### src/hw/cl_action_defines.svh
// How it works
// (RQ1) forced pipeline point comes from 3-bit short or 5-bit full field
// (RQ2) 4-bit following key kind forces next key; zero keeps default selection
// (RQ3) codes 1-7 pick label, stack, triple-vlan (per-lookup variant), full, normal keys
// (RQ4) code 8 builds normal key with destination mac and ipv4 destination
// (RQ5) code 15 ends classification; codes 9-14 pick tuple and custom keys
// (RQ6) pointer advances by 2-bit quad byte field times four bytes
// (RQ7) pointer advances by 5-bit double byte field times two bytes
// (RQ8) labels already skipped upstream are not added again by offsets
// (RQ9) layer skip moves pointer first, then word offsets are added
// (RQ10) skip code 0 stays; code 1 skips macs and 0-3 vlan tags
// (RQ11) code 2 also skips ip header with options; control word skips ip only
// (RQ12) layer type replaced only if pointer moved or raw data with key set
// (RQ13) layer codes: 0 ethernet, 1 ip/cw/ach, 2 mpls, 3 raw data
// (RQ14) strip bit tells rewriter to drop bytes ahead of the pointer
// (RQ15) pointer update completes before the strip instruction is issued
// (RQ16) strip depth never exceeds 42 bytes
// (RQ17) 2-bit force control: none, extract, inject, loopback; variant bit picks kind
// (RQ18) all updates land before the next lookup key is generated
`ifndef CL_ACTION_DEFINES_SVH
`define CL_ACTION_DEFINES_SVH

// ----------------------------------------------------------------
// register map
// ----------------------------------------------------------------
`define REG_CTRL        8'h00
`define REG_STATUS      8'h04
`define REG_ERROR       8'h08
`define CTRL_RESET      3'h0
`define ERR_TOO_DEEP    0
`define ERR_RSV_SKIP    1

// ----------------------------------------------------------------
// field values
// ----------------------------------------------------------------
`define KEY_DEFAULT     4'h0
`define KEY_TRI_VID     4'h5
`define KEY_NORMAL_DST  4'h8
`define KEY_CLM_DONE    4'hf
`define SKIP_NONE       2'h0
`define SKIP_LINK       2'h1
`define SKIP_NET_LINK   2'h2
`define FORCE_NONE      2'h0
`define FORCE_XTR       2'h1
`define FORCE_INJ       2'h2

// ----------------------------------------------------------------
// full pipeline point codes
// ----------------------------------------------------------------
`define PT_PORT_VOE     5'h02
`define PT_CLM          5'h04
`define PT_OU_MIP       5'h06
`define PT_OU_VOE       5'h09
`define PT_IN_VOE       5'h0b
`define PT_IN_MIP       5'h0e
`define PT_REW_IN_VOE   5'h11
`define PT_REW_OU_VOE   5'h12

// ----------------------------------------------------------------
// byte counts
// ----------------------------------------------------------------
`define MAC_PAIR_BYTES  8'h0c
`define IPV6_HDR_BYTES  8'h28
`define MAX_STRIP_BYTES 8'h2a

`endif

### src/hw/cl_action_pkg.sv
package cl_action_pkg;
    typedef enum logic [1:0] {
        LAYER_ETH  = 2'h0,
        LAYER_CW   = 2'h1,
        LAYER_MPLS = 2'h2,
        LAYER_DATA = 2'h3
    } frame_layer_t;

    typedef enum logic [2:0] {
        PACT_NONE,
        PACT_XTR,
        PACT_INJ,
        PACT_INJ_MASQ,
        PACT_LBK_QS,
        PACT_LBK_ASM
    } pipe_act_t;

    typedef enum logic [1:0] {
        ST_IDLE,
        ST_SKIP,
        ST_ADVANCE,
        ST_STRIP
    } action_state_t;
endpackage

### src/hw/classifier_action_frame_pointer.sv
// The address-and-strobe port and the register addresses were chosen for this implementation.
`timescale 1ns/1ps
`default_nettype none
`include "cl_action_defines.svh"

module classifier_action_frame_pointer
    import cl_action_pkg::*;
(
    input  wire logic        sys_clk,                // core clock
    input  wire logic        rst,                    // async reset, high
    input  wire logic        frame_start,            // load context of a new frame
    input  wire logic [7:0]  start_pointer,          // initial pointer of the frame
    input  wire logic [1:0]  start_layer,            // initial layer at pointer
    input  wire logic [1:0]  vlan_tag_count,         // vlan tags at pointer
    input  wire logic [3:0]  ip_version,             // ip version nibble at link payload
    input  wire logic [3:0]  ipv4_hdr_words,         // ipv4 header length in words
    input  wire logic [1:0]  lookup_index,           // lookup that produced the action
    input  wire logic        action_valid,           // action result present
    input  wire logic        reduced_action,         // short point field is used
    input  wire logic [2:0]  short_pipe_point,       // reduced point code
    input  wire logic [4:0]  pipe_point_select,      // full point code
    input  wire logic [1:0]  pipe_force_control,     // forcing mode
    input  wire logic        pipe_action_variant,    // variant select
    input  wire logic [3:0]  following_key_kind,     // next key kind
    input  wire logic [1:0]  quad_byte_advance,      // 4-byte units
    input  wire logic [4:0]  double_byte_advance,    // 2-byte units
    input  wire logic [1:0]  layer_skip_code,        // protocol layer skip
    input  wire logic [1:0]  layer_at_pointer,       // new layer value
    input  wire logic        strip_leading_bytes,    // normalize request
    input  wire logic [7:0]  reg_addr,               // register byte address
    input  wire logic [31:0] reg_wdata,              // register write data
    input  wire logic        reg_wr,                 // write strobe
    input  wire logic        reg_rd,                 // read strobe
    output logic [31:0]      reg_rdata,              // read data, cycle after strobe
    output logic             action_ready,           // action may be taken
    output logic [7:0]       frame_pointer,          // current frame pointer
    output logic [1:0]       current_layer,          // layer at pointer
    output logic [3:0]       key_kind,               // key kind for next lookup
    output logic             key_triple_indexed,     // indexed triple-vlan key
    output logic             key_dst_info,           // destination fields into source slots
    output logic             clm_done,               // no more lookups for frame
    output logic             pipe_forced,            // pipeline point was forced
    output logic [4:0]       pipe_point,             // forced point
    output logic [2:0]       pipe_act,               // forced pipeline action
    output logic             strip_valid,            // strip order pulse
    output logic [5:0]       strip_count,            // bytes to strip
    output logic             key_go                  // updates done, next key may start
);

    // ----------------------------------------------------------------
    // latched action
    // ----------------------------------------------------------------
    action_state_t state;
    logic          take;
    logic          act_reduced;
    logic [2:0]    act_short;
    logic [4:0]    act_point;
    logic [1:0]    act_force;
    logic          act_variant;
    logic [3:0]    act_key;
    logic [1:0]    act_quad;
    logic [4:0]    act_dbl;
    logic [1:0]    act_skip;
    logic [1:0]    act_layer;
    logic          act_strip;
    logic [1:0]    act_lookup;
    logic [1:0]    ctx_vlan;
    logic [3:0]    ctx_ipver;
    logic [3:0]    ctx_ihl;
    logic          moved;
    logic [2:0]    tri_vid_sel;
    logic [1:0]    err_flags;
    logic [7:0]    skip_bytes;
    logic [7:0]    ip_bytes;
    logic [7:0]    word_bytes;
    logic [4:0]    mapped_point;

    assign take = action_valid && action_ready && !frame_start;

    always_ff @(posedge sys_clk or posedge rst) begin
        if (rst) begin
            act_reduced <= 1'b0;
            act_short   <= 3'h0;
            act_point   <= 5'h00;
            act_force   <= 2'h0;
            act_variant <= 1'b0;
            act_key     <= 4'h0;
            act_quad    <= 2'h0;
            act_dbl     <= 5'h00;
            act_skip    <= 2'h0;
            act_layer   <= 2'h0;
            act_strip   <= 1'b0;
            act_lookup  <= 2'h0;
            ctx_vlan    <= 2'h0;
            ctx_ipver   <= 4'h0;
            ctx_ihl     <= 4'h0;
        end else if (take) begin
            act_reduced <= reduced_action;
            act_short   <= short_pipe_point;
            act_point   <= pipe_point_select;
            act_force   <= pipe_force_control;
            act_variant <= pipe_action_variant;
            act_key     <= following_key_kind;
            act_quad    <= quad_byte_advance;
            act_dbl     <= double_byte_advance;
            act_skip    <= layer_skip_code;
            act_layer   <= layer_at_pointer;
            act_strip   <= strip_leading_bytes;
            act_lookup  <= lookup_index;
            ctx_vlan    <= vlan_tag_count;
            ctx_ipver   <= ip_version;
            ctx_ihl     <= ipv4_hdr_words;
        end
    end

    // ----------------------------------------------------------------
    // sequencer: skip, then advance, then strip
    // ----------------------------------------------------------------
    always_ff @(posedge sys_clk or posedge rst) begin
        if (rst) begin
            state        <= ST_IDLE;
            action_ready <= 1'b0;
        end else begin
            unique case (state)
                ST_IDLE: begin
                    action_ready <= !take;
                    if (take) begin
                        state <= ST_SKIP;
                    end
                end
                ST_SKIP: begin
                    state <= ST_ADVANCE; // [RQ9]
                end
                ST_ADVANCE: begin
                    state <= ST_STRIP; // [RQ15]
                end
                ST_STRIP: begin
                    state        <= ST_IDLE; // [RQ18]
                    action_ready <= 1'b1;
                end
            endcase
        end
    end

    // ----------------------------------------------------------------
    // pointer arithmetic
    // ----------------------------------------------------------------
    always_comb begin
        ip_bytes = (ctx_ipver == 4'h6) ? `IPV6_HDR_BYTES : {2'h0, ctx_ihl, 2'h0}; // [RQ11]
        skip_bytes = 8'h00; // [RQ10]
        if (act_skip == `SKIP_LINK && current_layer == LAYER_ETH) begin
            skip_bytes = `MAC_PAIR_BYTES + {4'h0, ctx_vlan, 2'h0}; // [RQ10]
        end else if (act_skip == `SKIP_NET_LINK) begin
            if (current_layer == LAYER_ETH) begin
                skip_bytes = `MAC_PAIR_BYTES + {4'h0, ctx_vlan, 2'h0} + ip_bytes; // [RQ11]
            end else if (current_layer == LAYER_CW
                         && (ctx_ipver == 4'h4 || ctx_ipver == 4'h6)) begin
                skip_bytes = ip_bytes; // [RQ11]
            end
        end
        // labels skipped upstream are already behind the pointer
        word_bytes = {4'h0, act_quad, 2'h0} + {2'h0, act_dbl, 1'b0}; // [RQ6] [RQ7] [RQ8]
    end

    always_ff @(posedge sys_clk or posedge rst) begin
        if (rst) begin
            frame_pointer <= 8'h00;
            moved         <= 1'b0;
        end else if (frame_start && state == ST_IDLE) begin
            frame_pointer <= start_pointer;
        end else if (state == ST_SKIP) begin
            frame_pointer <= frame_pointer + skip_bytes; // [RQ9]
            moved         <= (skip_bytes != 8'h00);
        end else if (state == ST_ADVANCE) begin
            frame_pointer <= frame_pointer + word_bytes; // [RQ6] [RQ7] [RQ9]
            moved         <= moved || (word_bytes != 8'h00);
        end
    end

    // ----------------------------------------------------------------
    // layer type and next key
    // ----------------------------------------------------------------
    always_ff @(posedge sys_clk or posedge rst) begin
        if (rst) begin
            current_layer <= LAYER_ETH;
        end else if (frame_start && state == ST_IDLE) begin
            current_layer <= start_layer;
        end else if (state == ST_ADVANCE) begin
            if (moved || word_bytes != 8'h00
                || (current_layer == LAYER_DATA && act_key != `KEY_DEFAULT)) begin
                current_layer <= act_layer; // [RQ12] [RQ13]
            end
        end
    end

    always_ff @(posedge sys_clk or posedge rst) begin
        if (rst) begin
            key_kind           <= `KEY_DEFAULT;
            key_triple_indexed <= 1'b0;
            key_dst_info       <= 1'b0;
            clm_done           <= 1'b0;
        end else if (frame_start && state == ST_IDLE) begin
            key_kind           <= `KEY_DEFAULT;
            key_triple_indexed <= 1'b0;
            key_dst_info       <= 1'b0;
            clm_done           <= 1'b0;
        end else if (state == ST_ADVANCE) begin
            key_kind           <= act_key; // [RQ2] [RQ3] [RQ5]
            key_triple_indexed <= (act_key == `KEY_TRI_VID) && tri_vid_sel[act_lookup]; // [RQ3]
            key_dst_info       <= (act_key == `KEY_NORMAL_DST); // [RQ4]
            if (act_key == `KEY_CLM_DONE) begin
                clm_done <= 1'b1; // [RQ5]
            end
        end
    end

    // ----------------------------------------------------------------
    // forced pipeline point
    // ----------------------------------------------------------------
    always_comb begin
        unique case (act_short)
            3'h0:    mapped_point = `PT_CLM;
            3'h1:    mapped_point = `PT_OU_MIP;
            3'h2:    mapped_point = `PT_IN_MIP;
            3'h3:    mapped_point = `PT_PORT_VOE;
            3'h4:    mapped_point = `PT_OU_VOE;
            3'h5:    mapped_point = `PT_IN_VOE;
            3'h6:    mapped_point = `PT_REW_IN_VOE;
            3'h7:    mapped_point = `PT_REW_OU_VOE;
        endcase
    end

    always_ff @(posedge sys_clk or posedge rst) begin
        if (rst) begin
            pipe_forced <= 1'b0;
            pipe_point  <= 5'h00;
            pipe_act    <= PACT_NONE;
        end else if (frame_start && state == ST_IDLE) begin
            pipe_forced <= 1'b0;
        end else if (state == ST_ADVANCE && act_force != `FORCE_NONE) begin
            pipe_forced <= 1'b1; // [RQ17]
            pipe_point  <= act_reduced ? mapped_point : act_point; // [RQ1]
            if (act_force == `FORCE_XTR) begin
                pipe_act <= PACT_XTR; // [RQ17]
            end else if (act_force == `FORCE_INJ) begin
                pipe_act <= act_variant ? PACT_INJ_MASQ : PACT_INJ; // [RQ17]
            end else begin
                pipe_act <= act_variant ? PACT_LBK_ASM : PACT_LBK_QS; // [RQ17]
            end
        end
    end

    // ----------------------------------------------------------------
    // strip order to rewriter and completion
    // ----------------------------------------------------------------
    always_ff @(posedge sys_clk or posedge rst) begin
        if (rst) begin
            strip_valid <= 1'b0;
            strip_count <= 6'h00;
            key_go      <= 1'b0;
        end else begin
            strip_valid <= (state == ST_STRIP) && act_strip; // [RQ14] [RQ15]
            key_go      <= (state == ST_STRIP); // [RQ18]
            if (state == ST_STRIP && act_strip) begin
                strip_count <= (frame_pointer > `MAX_STRIP_BYTES)
                             ? 6'(`MAX_STRIP_BYTES) : frame_pointer[5:0]; // [RQ16]
            end
        end
    end

    // ----------------------------------------------------------------
    // register port
    // ----------------------------------------------------------------
    always_ff @(posedge sys_clk or posedge rst) begin
        if (rst) begin
            tri_vid_sel <= `CTRL_RESET;
        end else if (reg_wr && reg_addr == `REG_CTRL) begin
            tri_vid_sel <= reg_wdata[2:0];
        end
    end

    // hardware set wins over a write-one clear
    always_ff @(posedge sys_clk or posedge rst) begin
        if (rst) begin
            err_flags <= 2'h0;
        end else begin
            if (reg_wr && reg_addr == `REG_ERROR) begin
                err_flags <= err_flags & ~reg_wdata[1:0];
            end
            if (state == ST_STRIP && act_strip && frame_pointer > `MAX_STRIP_BYTES) begin
                err_flags[`ERR_TOO_DEEP] <= 1'b1; // [RQ16]
            end
            if (state == ST_SKIP && act_skip == 2'h3) begin
                err_flags[`ERR_RSV_SKIP] <= 1'b1; // [RQ11]
            end
        end
    end

    always_ff @(posedge sys_clk or posedge rst) begin
        if (rst) begin
            reg_rdata <= 32'h0000_0000;
        end else if (reg_rd) begin
            unique case (reg_addr)
                `REG_CTRL:   reg_rdata <= {29'h0, tri_vid_sel};
                `REG_STATUS: reg_rdata <= {14'h0, (state != ST_IDLE), clm_done,
                                           key_kind, 2'h0, current_layer, frame_pointer};
                `REG_ERROR:  reg_rdata <= {30'h0, err_flags};
                default:     reg_rdata <= 32'h0000_0000;
            endcase
        end else begin
            reg_rdata <= 32'h0000_0000;
        end
    end

    // ----------------------------------------------------------------
    // checks
    // ----------------------------------------------------------------
    property p_skip_none;
        @(posedge sys_clk) disable iff (rst)
        state == ST_SKIP && act_skip == `SKIP_NONE |=> $stable(frame_pointer);
    endproperty
    a_skip_none: assert property (p_skip_none) else $error("pointer moved on skip none"); // [RQ10]

    property p_eth_skip;
        @(posedge sys_clk) disable iff (rst)
        state == ST_SKIP && act_skip == `SKIP_LINK && current_layer == LAYER_ETH
        |=> frame_pointer == 8'($past(frame_pointer) + 8'd12 + {4'h0, ctx_vlan, 2'h0});
    endproperty
    a_eth_skip: assert property (p_eth_skip) else $error("link skip distance wrong"); // [RQ10]

    property p_word_adv;
        @(posedge sys_clk) disable iff (rst)
        state == ST_ADVANCE |=> frame_pointer
            == 8'($past(frame_pointer) + 8'(act_quad) * 8'd4 + 8'(act_dbl) * 8'd2);
    endproperty
    a_word_adv: assert property (p_word_adv) else $error("word offset add wrong"); // [RQ6] [RQ7]

    property p_layer_keep;
        @(posedge sys_clk) disable iff (rst)
        state == ST_ADVANCE && !moved && act_quad == 2'h0 && act_dbl == 5'h00
        && !(current_layer == LAYER_DATA && act_key != 4'h0) |=> $stable(current_layer);
    endproperty
    a_layer_keep: assert property (p_layer_keep) else $error("layer changed without cause"); // [RQ12]

    property p_strip_after_ptr;
        @(posedge sys_clk) disable iff (rst)
        strip_valid |-> $past(state, 2) == ST_ADVANCE && $stable(frame_pointer);
    endproperty
    a_strip_after_ptr: assert property (p_strip_after_ptr) else $error("strip before pointer"); // [RQ15]

    property p_strip_cap;
        @(posedge sys_clk) disable iff (rst)
        strip_valid |-> strip_count <= 6'd42;
    endproperty
    a_strip_cap: assert property (p_strip_cap) else $error("strip deeper than 42"); // [RQ16]

    property p_key_after_take;
        @(posedge sys_clk) disable iff (rst)
        take |=> !key_go [*3] ##1 key_go;
    endproperty
    a_key_after_take: assert property (p_key_after_take) else $error("key go not 4 cycles on"); // [RQ18]

    property p_done_sets;
        @(posedge sys_clk) disable iff (rst)
        key_go && key_kind == 4'hf |-> clm_done;
    endproperty
    a_done_sets: assert property (p_done_sets) else $error("done code did not end lookups"); // [RQ5]

    property p_pipe_keep;
        @(posedge sys_clk) disable iff (rst)
        state == ST_ADVANCE && act_force == 2'h0 |=> $stable(pipe_point) && $stable(pipe_act);
    endproperty
    a_pipe_keep: assert property (p_pipe_keep) else $error("pipe changed with force off"); // [RQ17]

endmodule

`default_nettype wire

### config.mk
export PLATFORM = sky130hd
export DESIGN_NAME = classifier_action_frame_pointer
export DESIGN_NICKNAME = d
export VERILOG_FILES = /design/src/hw/cl_action_pkg.sv /design/src/hw/classifier_action_frame_pointer.sv
export VERILOG_INCLUDE_DIRS = /design/src /design/src/hw
export SDC_FILE = /design/constraint.sdc
export NUM_CORES = 1
export LEC_CHECK = 0
export ABC_AREA = 1
export BUFFER_PORTS_ARGS = -buffer_cell sky130_fd_sc_hd__buf_2
export CORE_ASPECT_RATIO = 2
export CORE_MARGIN = 1.5
export CORE_UTILIZATION = 50
export CTS_CLUSTER_DIAMETER = 120
export DETAILED_ROUTE_END_ITERATION = 7
export PLACE_DENSITY_LB_ADDON = 0.3
export SLEW_MARGIN = 15
export SYNTH_ARGS = -nofsm -noshare
export SYNTH_HDL_FRONTEND = slang
export SYNTH_SLANG_ARGS = --single-unit
### constraint.sdc
create_clock -name sys_clk -period 7.11 [get_ports sys_clk]
set_input_delay 0.711 -clock sys_clk [delete_from_list [all_inputs] [get_ports sys_clk]]
set_output_delay 0.711 -clock sys_clk [all_outputs]
set_load 0.02 [all_outputs]
### After elaboration in Yosys (flattened, before gate mapping)

Memories as Yosys holds them, arrays and structs flattened.
Cells that the tools add are included.

* multipliers: 0
* shifts and indexed selects: 0
* order comparisons: 2
* reductions and logical operators: 39
* $add $sub $neg: 5
* equal/unequal tests: 18
* div/mod/pow operators: 0
* multiplexer cells: 40
* bitwise operators: 3

Operator list (number)
* $pmux 18 s3: 1
* $mux 32: 1
* $mux 8: 3
* $mux 7: 3
* $reduce_bool 2->1: 10
* $mux 6: 3
* $mux 1: 16
* $reduce_bool 8->1: 2
* $logic_and 1x1->1: 13
* $eq 2x2->1 const B: 6
* $eq 4x3->1 const B: 3
* $mux 2: 5
* $add 8x7->8: 1
* $add 8x8->8: 1
* $eq 2x1->1 const B: 4
* $eq 4x4->1 const B: 2
* $eq 8x3->1 const B: 1
* $eq 8x4->1 const B: 1
* $gt 8x6->1 const B: 1
* $logic_not 8->1: 1
* $mux 4: 2
* $pmux 2 s4: 1
* $reduce_and 2->1: 4
* $add 4x6->7: 1
* other kinds (16): 21

* logic and storage cells: 142
* memories kept: 1
* input bits: 96
* output and inout port bits: 67
* RAM bits: 0
* register bits: 115
* bits in latches: 0
* bits in read-only memories: 40

Memory list
* (name not given): depth 8, width 5, read ports 1, clocked after memory_dff 0, write ports 0, line classifier_action_frame_pointer.sv:221 `unique case (act_short)`

### Logic depth before layout (Yosys ltp)

* depth in word-level cells: 10
* mapped depth: 22

### Worst setup path after synthesis

OpenSTA, ideal clock, no wires.

* kind: flip-flop to flip-flop
* start point: register ctx_ipver[3]
* end point: register frame_pointer[6]
* clock period less this slack: 2777 ps
* setup time: 117 ps
* path buffers: 0
* path slack: 4333 ps
* stages on the path, launching flop included: 19
* arrival time: 2660 ps
* cell sequence: dfrtp_1 nor2_1 nand2_1 nand2_1 inv_1 ha_1 fa_1 or2_0 nand3_2 nand2_2 inv_1 fa_1 o21ai_1 a21oi_1 xnor2_1 nand2_1 nand3_1 nand2_1 nand2_1

* cells in the longest elaborated chain, start to end: 10
* elaborated cells on any way between the ends: 13

RTL lines
* start, declared: line classifier_action_frame_pointer.sv:68 `logic [3:0] ctx_ipver;`
* start signal, assigned: line classifier_action_frame_pointer.sv:111 `ctx_ipver <= ip_version;`
* parallel branches: the longest is 4 deep, another holds $add 5x6->7
* $mux 7 (*): line classifier_action_frame_pointer.sv:154 `if (current_layer == LAYER_ETH) begin`
* $mux 7 (*): line classifier_action_frame_pointer.sv:153 `` end else if (act_skip == `SKIP_NET_LINK) begin ``
* $mux 7 (*): line classifier_action_frame_pointer.sv:151 `` if (act_skip == `SKIP_LINK && current_layer == LAYER_ETH) begin ``
* $add 8x8->8 (*): line classifier_action_frame_pointer.sv:172 `frame_pointer <= frame_pointer + skip_bytes;`
* $mux 8 (*): line classifier_action_frame_pointer.sv:171 `end else if (state == ST_SKIP) begin`
* $mux 8 (*): line classifier_action_frame_pointer.sv:169 `end else if (frame_start && state == ST_IDLE) begin`
* end signal, assigned: line classifier_action_frame_pointer.sv:170 `frame_pointer <= start_pointer;`
* end signal, assigned: line classifier_action_frame_pointer.sv:172
* end signal, assigned: line classifier_action_frame_pointer.sv:175 `frame_pointer <= frame_pointer + word_bytes;`
* end, declared: line classifier_action_frame_pointer.sv:36 `output logic [7:0] frame_pointer,`

Every way passes the cells marked *.
A chain may end at the register's enable or synchronous reset.

### Worst setup path in the final report

Same ends and word-level chain as after synthesis.

==> summary.txt <==
Run status
  • Status: completed

Clocking
  • Hold_buf cts: 0
  • Clock Latency Late Sink: approximately 0.35 ns
  • Clock Path Buffers: 2
  • Cts repair resizes: 0
  • Clock Root Buffer: clkbuf_16
  • CTS HTree Levels: 3
  • CTS tree: done
  • Worst-path clk slew: ~0.080 ns
  • Setup Buffers After CTS: 0
  • Clock Sinks: 99
  • Num CTS Buffers: 9

Drt
  • Vias per Instance: 5.081
  • Drt wl/cell: around 14 um
  • Final wirelength: roughly 12000 um
  • DRC: 0
  • 1st-iter DRT viols: between 200 and 250
  • Final ANT Viol Nets: 0
  • TritonRoute pass-1 iters: 5
  • Via count: 4466

Logic synthesis
  • Post-synth EDFFs: 0
  • Synth Area in Simple Gates: 0.2483
  • Main combinational cell family by area after synthesis: simple AND/OR/NAND/NOR gates
  • Avg Cell Area, Syn: around 8.4 sq um
  • Synth Area in Adders: 0.07525
  • Cells after Synth: just over 600
  • Synth Cell Area: approximately 5200 sq um
  • Main synth FF type: dfrtp_1
  • Post-synthesis xor/xnor area fraction: 0.008387
  • Synth cell types: 48
  • Post-synthesis compound-gate area fraction: 0.09442
  • Ys Warns: 0
  • Register area share after synthesis: 0.4745
  • Mux share of post-synthesis cell area: 0.005751
  • Async SR Flop Fraction: 1.000
  • Register bit total from synthesis: ~100

Worst setup path
  • WP data required: ~7.4 ns
  • CP Cell Sequence: nor2_1, nand2_1, nand2_1, inv_1, ha_1, fa_1, or2_0, nand3_2, nand2_2, inv_1, fa_1, o21ai_1, a21oi_1, xnor2_1, nand2_1, nand3_1, nand2_1, nand2_1
  • Critical path class: reg -> reg
  • Most used cell, CP: nand2_1
  • R2R cell count: 18
  • CP Capture Type: register
  • Worst path top cell family by delay: adder cells
  • R2r setup slk: roughly 3.9 ns
  • Arrival time at the worst endpoint: approximately 3.5 ns
  • Critical Path Start Type: register
  • Worst flop-to-flop path startpoint: ctx_ipver[3]$_DFFE_PP0P_
  • Critical R2R Capture: frame_pointer[6]$_DFFE_PP0P_
  • Slowest CP cell: fa_1
  • Peak fanout along the critical path: 6
  • Max incr delay on CP: 0.47 ns
  • Worst path buffer plus inverter count: 2

Place
  • GPL Wtd Cong: between 0.8 and 0.9
  • Detailed placement HPWL: between 9000 and 10000 um
  • Setup WS pre-CTS: slightly below 4 ns
  • Post-placement cell count: 863
  • PortBufs: 117

Die
  • Die Width: 75.26 um
  • DIE AREA: between 10000 and 15000 sq um
  • Initial Util: 0.5144
  • Die H: ~150 um
  • Core Region: about 10000 sq um
  • Rows: 52
  • Ports: around 160

Cells and area
  • ANT cells: 0
  • Fillcell total: between 900 and 1k
  • Commonest cells after routing, fill and taps aside: nand2_1 (183), buf_2 (117), dfrtp_1 (99), inv_1 (65), nor2_1 (42)
  • Final core occ: 0.6089
  • Fraction of layout cells with a size suffix above 1: 0.2312
  • Most common cell after layout, fill and taps aside: nand2_1
  • Area grow syn2layout: 18.36%
  • Final net count: 864
  • Non-filler instance count after layout: about 880

Timing
  • Final setup vio count: 0
  • Min cycle time layout: 3.239 ns
  • Tcrit/Tclk final: 0.4555
  • Worst slew pin tran: 0.7877 ns
  • Setup_tns: 0 ns
  • Pins Over Slew Limit: 0
  • Final Hold Fails: 0
  • Max transition margin: 0.4749
  • Fmax: 308.8 MHz
  • RSZ-0062 raised after global routing: false
  • Clk_skew: 0.01109 ns
  • Final worst slack: approximately 3.9 ns

Power and ir drop
  • Overall power: between 2 and 3 mW
  • IR drop worst, VDD: ~220 uV
  • Leak: 3.401 nW
  • Pwr dens: just over 400 nW/um^2

Global routing
  • Tot GR Track Use: 0.2342
  • Number of global-route vias before repair: 4333
  • Largest net degree at the start of global routing: between 80 and 90
  • First-pass GRT wire length: 19890 um
  • Initial antenna violation count: 0
  • Overflow after GRT: 0

Min path
  • Worst hold path type: in -> async

Job
  • Max Cap Viol: 0
==> per-layer routing <==
layer	GRT usage	vias up	part of all wire
li1	-	2189	-
met1	0.2619	2102	0.38
met2	0.4190	148	0.55
met3	0.04022	27	0.048
met4	0.1018	0	0.031
met5	0	-	0
==> synthesized netlist by cell type, types with 2 or more instances <==
cell      instances  share of area
nand2_1         183           0.13
dfrtp_1          99           0.47
inv_1            66          0.047
nor2_1           43          0.031
nand3_1          31          0.030
ha_1             25          0.060
o21ai_1          23          0.022
o21ai_0          21          0.020
buf_4            16          0.023
a21oi_1          13          0.012
inv_2            11         0.0079
a31oi_1           8         0.0096
nand4_1           8         0.0096
buf_2             6         0.0058
o22ai_1           6         0.0072
clkbuf_1          5         0.0036
nand2_2           5         0.0060
fa_1              4          0.015
o211ai_1          4         0.0058
inv_4             3         0.0036
mux2i_1           3         0.0058
nor2_4            3         0.0065
nor3_1            3         0.0029
xor2_1            3         0.0050
nand3_2           2         0.0038
nor2_2            2         0.0024
nor2_8            2         0.0077
o31ai_1           2         0.0029
or2_0             2         0.0024
xnor2_1           2         0.0034
==> through the flow <==
step | hold WS, ns | cell area (sq um)
5_1_grt | 0.2588 | 6180
4_1_cts | 0.2455 | 6176
3_3_place_gp | 0.4545 | 5884
3_5_place_dp | 0.4633 | 5884
2_1_floorplan | 0.4416 | 5278
6_report | 0.2478 | 6180
==> where the power goes <==
group	internal (mW)	switching, mW
Sequential	0.722	0.135
Combinational	0.433	0.793
Clock	0.247	0.229
Total	1.40	1.16
==> worst max-delay path by stage <==
stage / startpoint / to / slack (ns) / cells after the start
global route: ctx_ipver[3]$_DFFE_PP0P_ / frame_pointer[5]$_DFFE_PP0P_ / 3.60 / 20
floorplan: rst / act_dbl[0]$_DFFE_PP0P_ / 3.81 / 1
finish: ctx_ipver[3]$_DFFE_PP0P_ / frame_pointer[6]$_DFFE_PP0P_ / 3.87 / 18
detailed placement: ctx_ipver[3]$_DFFE_PP0P_ / frame_pointer[6]$_DFFE_PP0P_ / 3.88 / 18
global placement: ctx_ipver[3]$_DFFE_PP0P_ / frame_pointer[6]$_DFFE_PP0P_ / 3.96 / 18
CTS: ctx_ipver[3]$_DFFE_PP0P_ / frame_pointer[6]$_DFFE_PP0P_ / 3.86 / 18
==> cells by family after synthesis <==
group | after synthesis
xor+xnor | 5
flops | 99
simple gates | 291
other cells | 1
fa+ha+maj | 29
compound gates | 85
buf+inv | 109
mux | 3
==> cell type report <==
type | count | area, sq um | area share
clock buffers | 9 | 225.2 | 0.03644
clock inverters | 7 | 66.31 | 0.01073
inverters | 81 | 314.1 | 0.05082
multi-input cells | 429 | 2323 | 0.3760
flip-flops and latches | 99 | 2477 | 0.4009
well taps | 135 | 168.9 | 0.02733
repair buffers | 119 | 604.3 | 0.09779
==> registers in the layout (all words and copies together), names as in the netlist, 3 cells and up <==
register / flops
reg_rdata: 16
act_key: 4
tri_vid_sel: 3
act_dbl: 5
pipe_act: 3
act_point: 5
key_kind: 4
strip_count: 6
ctx_ihl: 4
act_short: 3
pipe_point: 5
ctx_ipver: 4
frame_pointer: 8
==> worst register-to-register path, delay by kind of cell (launching register included) <==
family	cells	cell delay [ns]
fa+ha+maj	3	1.11
xor+xnor	1	0.26
flops	1	0.39
buf+inv	2	0.11
simple gates	10	1.05
compound gates	2	0.25
No activity file was read; power rests on OpenSTA's default activity.
